--- src/shared/arlc_pkg.sv ---
// Package: register map, field layout, reset values and widths of the result limit checker
package arlc_pkg;

  // Bus and datapath widths
  localparam int ADDR_W     = 14;
  localparam int DATA_W     = 32;
  localparam int RESULT_W   = 16;
  localparam int GAIN_W     = 15;
  localparam int GAIN_FRAC  = 14;
  localparam int EVENT_W    = 3;

  // Register byte offsets
  localparam logic [13:0] OFF_LOW_THRESHOLD   = 14'h20a8;
  localparam logic [13:0] OFF_LOW_HYSTERESIS  = 14'h20ac;
  localparam logic [13:0] OFF_HIGH_THRESHOLD  = 14'h20b0;
  localparam logic [13:0] OFF_HIGH_HYSTERESIS = 14'h20b4;
  localparam logic [13:0] OFF_STEP_LIMIT      = 14'h20b8;
  localparam logic [13:0] OFF_TEMP_GAIN_CAL   = 14'h2238;
  localparam logic [13:0] OFF_IRQ_STATUS      = 14'h2300;
  localparam logic [13:0] OFF_IRQ_ENABLE      = 14'h2304;
  localparam logic [13:0] OFF_IRQ_CLEAR       = 14'h2308;
  localparam logic [13:0] OFF_LIVE_STATE      = 14'h230c;
  localparam logic [13:0] OFF_LAST_RESULT     = 14'h2310;

  // Event bit positions in status, enable, clear and live state
  localparam int BIT_UNDER_RANGE = 0;
  localparam int BIT_OVER_RANGE  = 1;
  localparam int BIT_STEP_ERROR  = 2;

  // Reset values
  localparam logic [15:0] RST_THRESHOLD = 16'h0000;
  localparam logic [14:0] RST_TEMP_GAIN = 15'h4000;
  localparam logic [2:0]  RST_EVENTS    = 3'h0;

  // AXI responses
  localparam logic [1:0] RESP_OKAY   = 2'h0;
  localparam logic [1:0] RESP_SLVERR = 2'h2;

endpackage : arlc_pkg

--- src/core/arlc_gain_mul.sv ---
// Gain correction stage for temperature-sensor conversions
`timescale 1ns/1ns
module arlc_gain_mul #(
  parameter int DW = 16,
  parameter int GW = 15,
  parameter int FW = 14
) (
  input  wire logic          aclk,
  input  wire logic          aresetn,
  input  wire logic          in_valid,
  input  wire logic [DW-1:0] in_data,
  input  wire logic          in_is_temp,
  input  wire logic [GW-1:0] gain,
  output logic               out_valid,
  output logic [DW-1:0]      out_data
);

  logic [DW+GW-1:0] product;
  logic [DW:0]      scaled;
  logic [DW-1:0]    corrected;
  logic             next_out_valid;
  logic [DW-1:0]    next_out_data;

  // Code/2^14 factor; code zero gives zero, 0x7fff just under two
  always_comb begin
    product   = in_data * gain;
    scaled    = product[DW+FW:FW];
    corrected = scaled[DW] ? {DW{1'b1}} : scaled[DW-1:0];       // Saturate, never wrap past full scale
    next_out_valid = in_valid;
    next_out_data  = out_data;
    if (in_valid) begin
      next_out_data = in_is_temp ? corrected : in_data;
    end
  end

  // Result register, one cycle of latency
  always_ff @(posedge aclk) begin
    if (!aresetn) begin
      out_valid <= 1'b0;
      out_data  <= '0;
    end else begin
      out_valid <= next_out_valid;
      out_data  <= next_out_data;
    end
  end

endmodule : arlc_gain_mul

--- src/core/arlc_top.sv ---
// Result limit checker: gain correction, range and step checks, AXI4-Lite registers
//
// Decided for this implementation: the AXI4-Lite register port.
`timescale 1ns/1ns
module arlc_top (
  input  wire logic        aclk,
  input  wire logic        aresetn,
  input  wire logic        result_valid,
  input  wire logic [15:0] result_data,
  input  wire logic        result_is_temp,
  output logic             conversion_valid,
  output logic [15:0]      conversion_result,
  output logic             irq,
  input  wire logic [13:0] s_axi_awaddr,
  input  wire logic        s_axi_awvalid,
  output logic             s_axi_awready,
  input  wire logic [31:0] s_axi_wdata,
  input  wire logic [3:0]  s_axi_wstrb,
  input  wire logic        s_axi_wvalid,
  output logic             s_axi_wready,
  output logic [1:0]       s_axi_bresp,
  output logic             s_axi_bvalid,
  input  wire logic        s_axi_bready,
  input  wire logic [13:0] s_axi_araddr,
  input  wire logic        s_axi_arvalid,
  output logic             s_axi_arready,
  output logic [31:0]      s_axi_rdata,
  output logic [1:0]       s_axi_rresp,
  output logic             s_axi_rvalid,
  input  wire logic        s_axi_rready
);

  // Software visible configuration
  logic [15:0] low_limit_value;
  logic [15:0] low_release_margin;
  logic [15:0] high_limit_value;
  logic [15:0] high_release_margin;
  logic [15:0] step_limit_value;
  logic [14:0] temp_gain_value;
  logic [2:0]  irq_enable;
  logic [2:0]  irq_status;

  // Checker state
  logic        under_range_flag;
  logic        over_range_flag;
  logic [15:0] prev_result;
  logic        prev_seen;

  // Write channel state
  logic        aw_held;
  logic [13:0] aw_addr;
  logic        w_held;
  logic [31:0] w_data;
  logic [3:0]  w_strb;

  // Corrected result from the gain stage
  logic        corr_valid;
  logic [15:0] corr_data;

  // Next values
  logic [15:0] next_low_limit_value;
  logic [15:0] next_low_release_margin;
  logic [15:0] next_high_limit_value;
  logic [15:0] next_high_release_margin;
  logic [15:0] next_step_limit_value;
  logic [14:0] next_temp_gain_value;
  logic [2:0]  next_irq_enable;
  logic [2:0]  next_irq_status;
  logic        next_under_range_flag;
  logic        next_over_range_flag;
  logic [15:0] next_prev_result;
  logic        next_prev_seen;
  logic        next_conversion_valid;
  logic [15:0] next_conversion_result;
  logic        next_aw_held;
  logic [13:0] next_aw_addr;
  logic        next_w_held;
  logic [31:0] next_w_data;
  logic [3:0]  next_w_strb;
  logic        next_bvalid;
  logic [1:0]  next_bresp;
  logic        next_rvalid;
  logic [31:0] next_rdata;
  logic [1:0]  next_rresp;

  // Helper terms
  logic        wr_fire;
  logic        wr_hit;
  logic [2:0]  clear_mask;
  logic [2:0]  events;
  logic [16:0] low_release_sum;
  logic [15:0] low_release_bound;
  logic [15:0] high_release_bound;
  logic [15:0] step_diff;
  logic        step_event;
  logic [31:0] rd_word;
  logic        rd_hit;

  // Byte-lane merge of a 16-bit field
  function automatic logic [15:0] merge16(input logic [15:0] old, input logic [31:0] data,
                                          input logic [3:0] strb);
    logic [15:0] res;
    res = old;
    if (strb[0]) res[7:0]  = data[7:0];
    if (strb[1]) res[15:8] = data[15:8];
    return res;
  endfunction : merge16

  // Gain correction stage
  arlc_gain_mul #(
    .DW (arlc_pkg::RESULT_W),
    .GW (arlc_pkg::GAIN_W),
    .FW (arlc_pkg::GAIN_FRAC)
  ) u_gain (
    .aclk       (aclk),
    .aresetn    (aresetn),
    .in_valid   (result_valid),
    .in_data    (result_data),
    .in_is_temp (result_is_temp),
    .gain       (temp_gain_value),
    .out_valid  (corr_valid),
    .out_data   (corr_data)
  );

  // Handshake readies; one write and one read outstanding at most
  assign s_axi_awready = !aw_held && !s_axi_bvalid;
  assign s_axi_wready  = !w_held && !s_axi_bvalid;
  assign s_axi_arready = !s_axi_rvalid;

  // Level interrupt from enabled sticky bits
  assign irq = |(irq_status & irq_enable);

  // Release bounds saturate at the code range ends
  always_comb begin
    low_release_sum    = {1'b0, low_limit_value} + {1'b0, low_release_margin};
    low_release_bound  = low_release_sum[16] ? 16'hffff : low_release_sum[15:0];
    high_release_bound = (high_limit_value >= high_release_margin) ?
                         high_limit_value - high_release_margin : 16'h0000;
    step_diff          = (corr_data >= prev_result) ? corr_data - prev_result
                                                    : prev_result - corr_data;
  end

  // Range flags with hysteresis and step detection
  always_comb begin
    next_under_range_flag  = under_range_flag;
    next_over_range_flag   = over_range_flag;
    next_prev_result       = prev_result;
    next_prev_seen         = prev_seen;
    next_conversion_valid  = corr_valid;
    next_conversion_result = conversion_result;
    step_event             = 1'b0;
    if (corr_valid) begin
      next_conversion_result = corr_data;
      if (corr_data < low_limit_value) begin
        next_under_range_flag = 1'b1;
      end else if (corr_data > low_release_bound) begin
        next_under_range_flag = 1'b0;
      end
      if (corr_data > high_limit_value) begin
        next_over_range_flag = 1'b1;
      end else if (corr_data < high_release_bound) begin
        next_over_range_flag = 1'b0;
      end
      step_event       = prev_seen && (step_diff > step_limit_value);
      next_prev_result = corr_data;
      next_prev_seen   = 1'b1;
    end
  end

  // Events raised per result while a flag holds; a step is a single event
  always_comb begin
    events = '0;
    events[arlc_pkg::BIT_UNDER_RANGE] = corr_valid && next_under_range_flag;
    events[arlc_pkg::BIT_OVER_RANGE]  = corr_valid && next_over_range_flag;
    events[arlc_pkg::BIT_STEP_ERROR]  = step_event;
  end

  // Register write path; address and data may arrive in either order
  always_comb begin
    next_aw_held = aw_held;
    next_aw_addr = aw_addr;
    next_w_held  = w_held;
    next_w_data  = w_data;
    next_w_strb  = w_strb;
    if (s_axi_awvalid && s_axi_awready) begin
      next_aw_held = 1'b1;
      next_aw_addr = s_axi_awaddr;
    end
    if (s_axi_wvalid && s_axi_wready) begin
      next_w_held = 1'b1;
      next_w_data = s_axi_wdata;
      next_w_strb = s_axi_wstrb;
    end
    wr_fire = aw_held && w_held && !s_axi_bvalid;
    if (wr_fire) begin
      next_aw_held = 1'b0;
      next_w_held  = 1'b0;
    end
  end

  // Register updates from a completed write
  always_comb begin
    next_low_limit_value     = low_limit_value;
    next_low_release_margin  = low_release_margin;
    next_high_limit_value    = high_limit_value;
    next_high_release_margin = high_release_margin;
    next_step_limit_value    = step_limit_value;
    next_temp_gain_value     = temp_gain_value;
    next_irq_enable          = irq_enable;
    clear_mask               = '0;
    wr_hit                   = 1'b1;
    if (wr_fire) begin
      unique case (aw_addr)
        arlc_pkg::OFF_LOW_THRESHOLD:   next_low_limit_value = merge16(low_limit_value, w_data, w_strb);
        arlc_pkg::OFF_LOW_HYSTERESIS:  next_low_release_margin = merge16(low_release_margin, w_data, w_strb);
        arlc_pkg::OFF_HIGH_THRESHOLD:  next_high_limit_value = merge16(high_limit_value, w_data, w_strb);
        arlc_pkg::OFF_HIGH_HYSTERESIS: next_high_release_margin = merge16(high_release_margin, w_data, w_strb);
        arlc_pkg::OFF_STEP_LIMIT:      next_step_limit_value = merge16(step_limit_value, w_data, w_strb);
        arlc_pkg::OFF_TEMP_GAIN_CAL: begin
          next_temp_gain_value = 15'(merge16({1'b0, temp_gain_value}, w_data, w_strb));  // Bit 15 reserved
        end
        arlc_pkg::OFF_IRQ_ENABLE: begin
          if (w_strb[0]) next_irq_enable = w_data[2:0];
        end
        arlc_pkg::OFF_IRQ_CLEAR: begin
          if (w_strb[0]) clear_mask = w_data[2:0];
        end
        arlc_pkg::OFF_IRQ_STATUS, arlc_pkg::OFF_LIVE_STATE, arlc_pkg::OFF_LAST_RESULT: begin
          wr_hit = 1'b1;                                        // Read-only, write ignored
        end
        default: wr_hit = 1'b0;
      endcase
    end
    // A new event beats a clear in the same cycle
    next_irq_status = (irq_status & ~clear_mask) | events;
  end

  // Write response
  always_comb begin
    next_bvalid = s_axi_bvalid;
    next_bresp  = s_axi_bresp;
    if (s_axi_bvalid && s_axi_bready) begin
      next_bvalid = 1'b0;
    end
    if (wr_fire) begin
      next_bvalid = 1'b1;
      next_bresp  = wr_hit ? arlc_pkg::RESP_OKAY : arlc_pkg::RESP_SLVERR;
    end
  end

  // Read decode; unmapped addresses answer with zero and an error
  always_comb begin
    rd_word = '0;
    rd_hit  = 1'b1;
    unique case (s_axi_araddr)
      arlc_pkg::OFF_LOW_THRESHOLD:   rd_word[15:0] = low_limit_value;
      arlc_pkg::OFF_LOW_HYSTERESIS:  rd_word[15:0] = low_release_margin;
      arlc_pkg::OFF_HIGH_THRESHOLD:  rd_word[15:0] = high_limit_value;
      arlc_pkg::OFF_HIGH_HYSTERESIS: rd_word[15:0] = high_release_margin;
      arlc_pkg::OFF_STEP_LIMIT:      rd_word[15:0] = step_limit_value;
      arlc_pkg::OFF_TEMP_GAIN_CAL:   rd_word[14:0] = temp_gain_value;
      arlc_pkg::OFF_IRQ_STATUS:      rd_word[2:0]  = irq_status;
      arlc_pkg::OFF_IRQ_ENABLE:      rd_word[2:0]  = irq_enable;
      arlc_pkg::OFF_IRQ_CLEAR:       rd_word       = '0;        // Write-only, reads zero
      arlc_pkg::OFF_LIVE_STATE:      rd_word[1:0]  = {over_range_flag, under_range_flag};
      arlc_pkg::OFF_LAST_RESULT:     rd_word[15:0] = conversion_result;
      default:                       rd_hit        = 1'b0;
    endcase
  end

  // Read data channel
  always_comb begin
    next_rvalid = s_axi_rvalid;
    next_rdata  = s_axi_rdata;
    next_rresp  = s_axi_rresp;
    if (s_axi_rvalid && s_axi_rready) begin
      next_rvalid = 1'b0;
    end
    if (s_axi_arvalid && s_axi_arready) begin
      next_rvalid = 1'b1;
      next_rdata  = rd_word;
      next_rresp  = rd_hit ? arlc_pkg::RESP_OKAY : arlc_pkg::RESP_SLVERR;
    end
  end

  // Configuration and interrupt registers
  always_ff @(posedge aclk) begin
    if (!aresetn) begin
      low_limit_value     <= arlc_pkg::RST_THRESHOLD;
      low_release_margin  <= arlc_pkg::RST_THRESHOLD;
      high_limit_value    <= arlc_pkg::RST_THRESHOLD;
      high_release_margin <= arlc_pkg::RST_THRESHOLD;
      step_limit_value    <= arlc_pkg::RST_THRESHOLD;
      temp_gain_value     <= arlc_pkg::RST_TEMP_GAIN;
      irq_enable          <= arlc_pkg::RST_EVENTS;
      irq_status          <= arlc_pkg::RST_EVENTS;
    end else begin
      low_limit_value     <= next_low_limit_value;
      low_release_margin  <= next_low_release_margin;
      high_limit_value    <= next_high_limit_value;
      high_release_margin <= next_high_release_margin;
      step_limit_value    <= next_step_limit_value;
      temp_gain_value     <= next_temp_gain_value;
      irq_enable          <= next_irq_enable;
      irq_status          <= next_irq_status;
    end
  end

  // Checker state; the first result after reset has no predecessor
  always_ff @(posedge aclk) begin
    if (!aresetn) begin
      under_range_flag  <= 1'b0;
      over_range_flag   <= 1'b0;
      prev_result       <= '0;
      prev_seen         <= 1'b0;
      conversion_valid  <= 1'b0;
      conversion_result <= '0;
    end else begin
      under_range_flag  <= next_under_range_flag;
      over_range_flag   <= next_over_range_flag;
      prev_result       <= next_prev_result;
      prev_seen         <= next_prev_seen;
      conversion_valid  <= next_conversion_valid;
      conversion_result <= next_conversion_result;
    end
  end

  // Bus channel registers
  always_ff @(posedge aclk) begin
    if (!aresetn) begin
      aw_held      <= 1'b0;
      aw_addr      <= '0;
      w_held       <= 1'b0;
      w_data       <= '0;
      w_strb       <= '0;
      s_axi_bvalid <= 1'b0;
      s_axi_bresp  <= arlc_pkg::RESP_OKAY;
      s_axi_rvalid <= 1'b0;
      s_axi_rdata  <= '0;
      s_axi_rresp  <= arlc_pkg::RESP_OKAY;
    end else begin
      aw_held      <= next_aw_held;
      aw_addr      <= next_aw_addr;
      w_held       <= next_w_held;
      w_data       <= next_w_data;
      w_strb       <= next_w_strb;
      s_axi_bvalid <= next_bvalid;
      s_axi_bresp  <= next_bresp;
      s_axi_rvalid <= next_rvalid;
      s_axi_rdata  <= next_rdata;
      s_axi_rresp  <= next_rresp;
    end
  end

endmodule : arlc_top

--- config.mk ---
export PLATFORM = sky130hd
export DESIGN_NAME = arlc_top
export DESIGN_NICKNAME = d
export VERILOG_FILES = /design/src/shared/arlc_pkg.sv /design/src/core/arlc_gain_mul.sv /design/src/core/arlc_top.sv
export SDC_FILE = /design/constraint.sdc
export NUM_CORES = 1
export LEC_CHECK = 0
export BUFFER_PORTS_ARGS = -buffer_cell sky130_fd_sc_hd__buf_2
export CAP_MARGIN = 5
export CORE_MARGIN = 3
export CORE_UTILIZATION = 45
export DETAILED_ROUTE_END_ITERATION = 12
export GPL_TIMING_DRIVEN = 1
export PLACE_DENSITY = 0.69
export SLEW_MARGIN = 20
export SYNTH_ARGS = -nofsm -noshare
export SYNTH_HDL_FRONTEND = slang
export SYNTH_SLANG_ARGS = --single-unit
--- constraint.sdc ---
create_clock -name aclk -period 7 [get_ports aclk]
set_input_delay 0.7 -clock aclk [delete_from_list [all_inputs] [get_ports aclk]]
set_output_delay 0.7 -clock aclk [all_outputs]
set_load 0.005 [all_outputs]
==> metrics.txt <==
largest net degree at the start of global routing=104; Root Driver=clkbuf_16; sequential share of the synthesized area=18.6%; Final min period=6.60 ns; non-filler cells, final=3048; cell mode on critical path=fa_1; count leader, synth=inv_1; Post-DP HPWL=44600 um; first-pass iteration count of the detailed router=5; vias after detailed routing=17000; Inst Count DP=3017; Core Util, Final=50.0%; Post-Synth Simple-Gate Area=18.6%; Rel. slew slack=31.6%; Synth warnings=0; Critical Path Start Type=flop; final setup TNS=0 ns; Core Footprint=44800 um^2; Max stage delay cell, worst path=dfxtp_1; hold path cells=1; CTS tree=done; die area=48600 um^2; Clock Skew=0.00855 ns; period utilization=94.3%; diode count=0; IO Count=148; clock slew at reported path FFs=0.07 ns; Least-Margin Pin Slew=1.02 ns; drt drc=0; Post-Route WL=56500 um; area share of fa/ha/maj cells after synthesis=31.8%; Post-synth EDFFs=0; Num CTS Buffers=17; WP data required=7.33 ns; CP Capture Type=flop; max cap viols=0; status=finished clean; Routed Antenna Nets=0; CTS max path bufs=2; hold_buf cts=0; HP Class=reg -> reg; antenna violations before repair=0; Distinct cells, synth=89; ys async rst share=0%; main combinational cell family by area after synthesis=adder cells; Clk Latency, worst-skew pair=0.45 ns; area grow syn2layout=8.40%; met1 Track Usage GR=30.2%; Nets=2949; #FFs+latches synth=192; power density over the cells=128 nW/um^2; Initial Utilization=46.2%; final worst slack=0.397 ns; Top Usage Layer GRT=met2; CP max FO=18; Global Route met2 Usage=41.6%; Initial DRC Count=1045; WL/cell=18.6 um; vias per cell=5.56; Overflow after GRT=0; vias in the first global route=17300; mapped cell area=20700 um^2; first-pass GRT wire length=90600 um; maximum VDD drop=0.127 mV; CP max stage delay=0.84 ns; Fmax achieved=151 MHz; CP cell instances=and2_1, fa_1, inv_1, fa_1, inv_1, fa_1, fa_1, fa_1, inv_1, fa_1, inv_1, ha_1, nand3_1, or3_1, o2111ai_2, a21oi_2, a21oi_2, mux2_4, nor4_1, o21ai_1; top area cells in the synthesized netlist=dfxtp_1 19%, fa_1 18%, ha_1 14%, inv_1 6.0%, mux2i_1 5.9%; pre-CTS setup slack=0.160 ns; met3 GRT Util=3.21%; compound-gate portion of the synthesized area=13.8%; mux share of post-synthesis cell area=6.32%; area leader, netlist=dfxtp_1; max-slew violation count=0; Yosys top cell area share=18.6%; number of H-tree levels=4; Tot GR Track Use=23.5%; Top FF cell, synth=dfxtp_1; CP arrival=6.93 ns; row count=77; final setup violation count=0; CTS Sinks=192; Leak Pwr=10.5 nW; r2r worst-path depth=20; Hold Slack=0.458 ns; RD Place Congestion=0.949; Mapped Cells=2381; die height=220 um; Worst Setup Path Type=reg -> reg; most instantiated cells after synthesis=329 x inv_1, 266 x nand2_1, 233 x ha_1; share of layout cells above drive strength 1=9.53%; RSZ-0062 raised after global routing=false; Die Width=220 um; post-synthesis xor/xnor area fraction=2.24%; port buffer count=111; Mapped Avg Cell Area=8.69 um^2; Hold Vio Cnt, Final=0
## state kept, by name (all words and copies together) (netlist names), 14 cells and up
register	flops
step_limit_value	16
temp_gain_value	15
w_data	16
low_release_margin	16
s_axi_rdata	16
aw_addr	14
high_release_margin	16
low_limit_value	16
u_gain.out_data	16
prev_result	16
high_limit_value	16
## what timing repair did
action	in CTS	in global routing
endpoints found under the setup margin	0	2
setup buffers	0	0
resized for setup	0	4
## where the power goes
part           internal (W)  total, W  switching (W)
registers           0.00113   0.00118      0.0000589
logic              0.000291  0.000669       0.000378
clock network      0.000597   0.00102       0.000424
total               0.00201   0.00287       0.000861
## critical path: cells and delay by family (launching register included)
family	cells	cell delay, ns
AO/OA/AOI/OAI	4	0.72
flip-flops	1	0.84
AND/OR/NAND/NOR	4	1.10
buffers and inverters	4	0.27
adder cells (fa/ha/maj)	7	3.11
multiplexers	1	0.41
## worst paths after layout
check / from / to / slack (ns)
max reg2reg: temp_gain_value[1] / u_gain.out_data[5] / 0.40
min: prev_seen / prev_seen / 0.46
min reg2reg: prev_seen / prev_seen / 0.46
max: temp_gain_value[1] / u_gain.out_data[5] / 0.40
## final cells by class
cell class / instances / area, um^2
Fill cell: 4266 / 22400
Multi-Input combinational cell: 1756 / 15100
Sequential cell: 192 / 3850
Inverter: 329 / 1230
Timing Repair Buffer: 148 / 836
Tap cell: 592 / 741
Clock buffer: 22 / 484
Clock inverter: 9 / 131
## cells by family (layout without fill, tap and decap cells)
logic type / after synthesis / after routing
DFF: 192 / 192
muxes: 129 / 129
other: 1 / 18
adders and majority gates: 416 / 416
AOI/OAI and AO/OA: 394 / 394
and+or+nand+nor: 746 / 746
xor gates and xnor gates: 53 / 53
buffers and inverters: 450 / 508
## metrics by stage
stage | cell area (um^2) | total power [W]
2_1_floorplan | 20700 | 0.00166
3_3_place_gp | 21800 | 0.00185
3_5_place_dp | 21800 | 0.00187
4_1_cts | 22400 | 0.00288
5_1_grt | 22400 | 0.00301
6_report | 22400 | 0.00287
## cells in the final DEF, fill, tap and decap left out, drive strengths merged, types with 7 or more instances in the layout
cell type  netlist  routed
a211oi           8       8
a21boi          39      39
a21o            54      54
a21oi           72      72
a221oi          18      18
a222oi          16      16
a22o            12      12
a31oi           21      21
and2           144     144
and3             7       7
buf             31     148
clkbuf          90      22
conb             1      18
dfxtp          192     192
fa             183     183
ha             233     233
inv            329     329
mux2             7       7
mux2i          122     122
nand2          267     267
nand2b          11      11
nand3           31      31
nand3b           7       7
nand4           23      23
nor2            76      76
nor2b          128     128
nor3            14      14
o211ai           9       9
o21a            18      18
o21ai           61      61
o21bai           7       7
o221ai          18      18
or2              8       8
xnor2           33      33
xor2            20      20
## routing by layer
metal / wire [um] / vias to the layer above / part of all wire [%]
li1: - / 8000 / -
met1: 24300 / 8396 / 43
met2: 27700 / 477 / 49
met3: 3340 / 83 / 5.9
met4: 1250 / 0 / 2.2
met5: 0 / - / 0
Power figures use the tool's default switching activity.
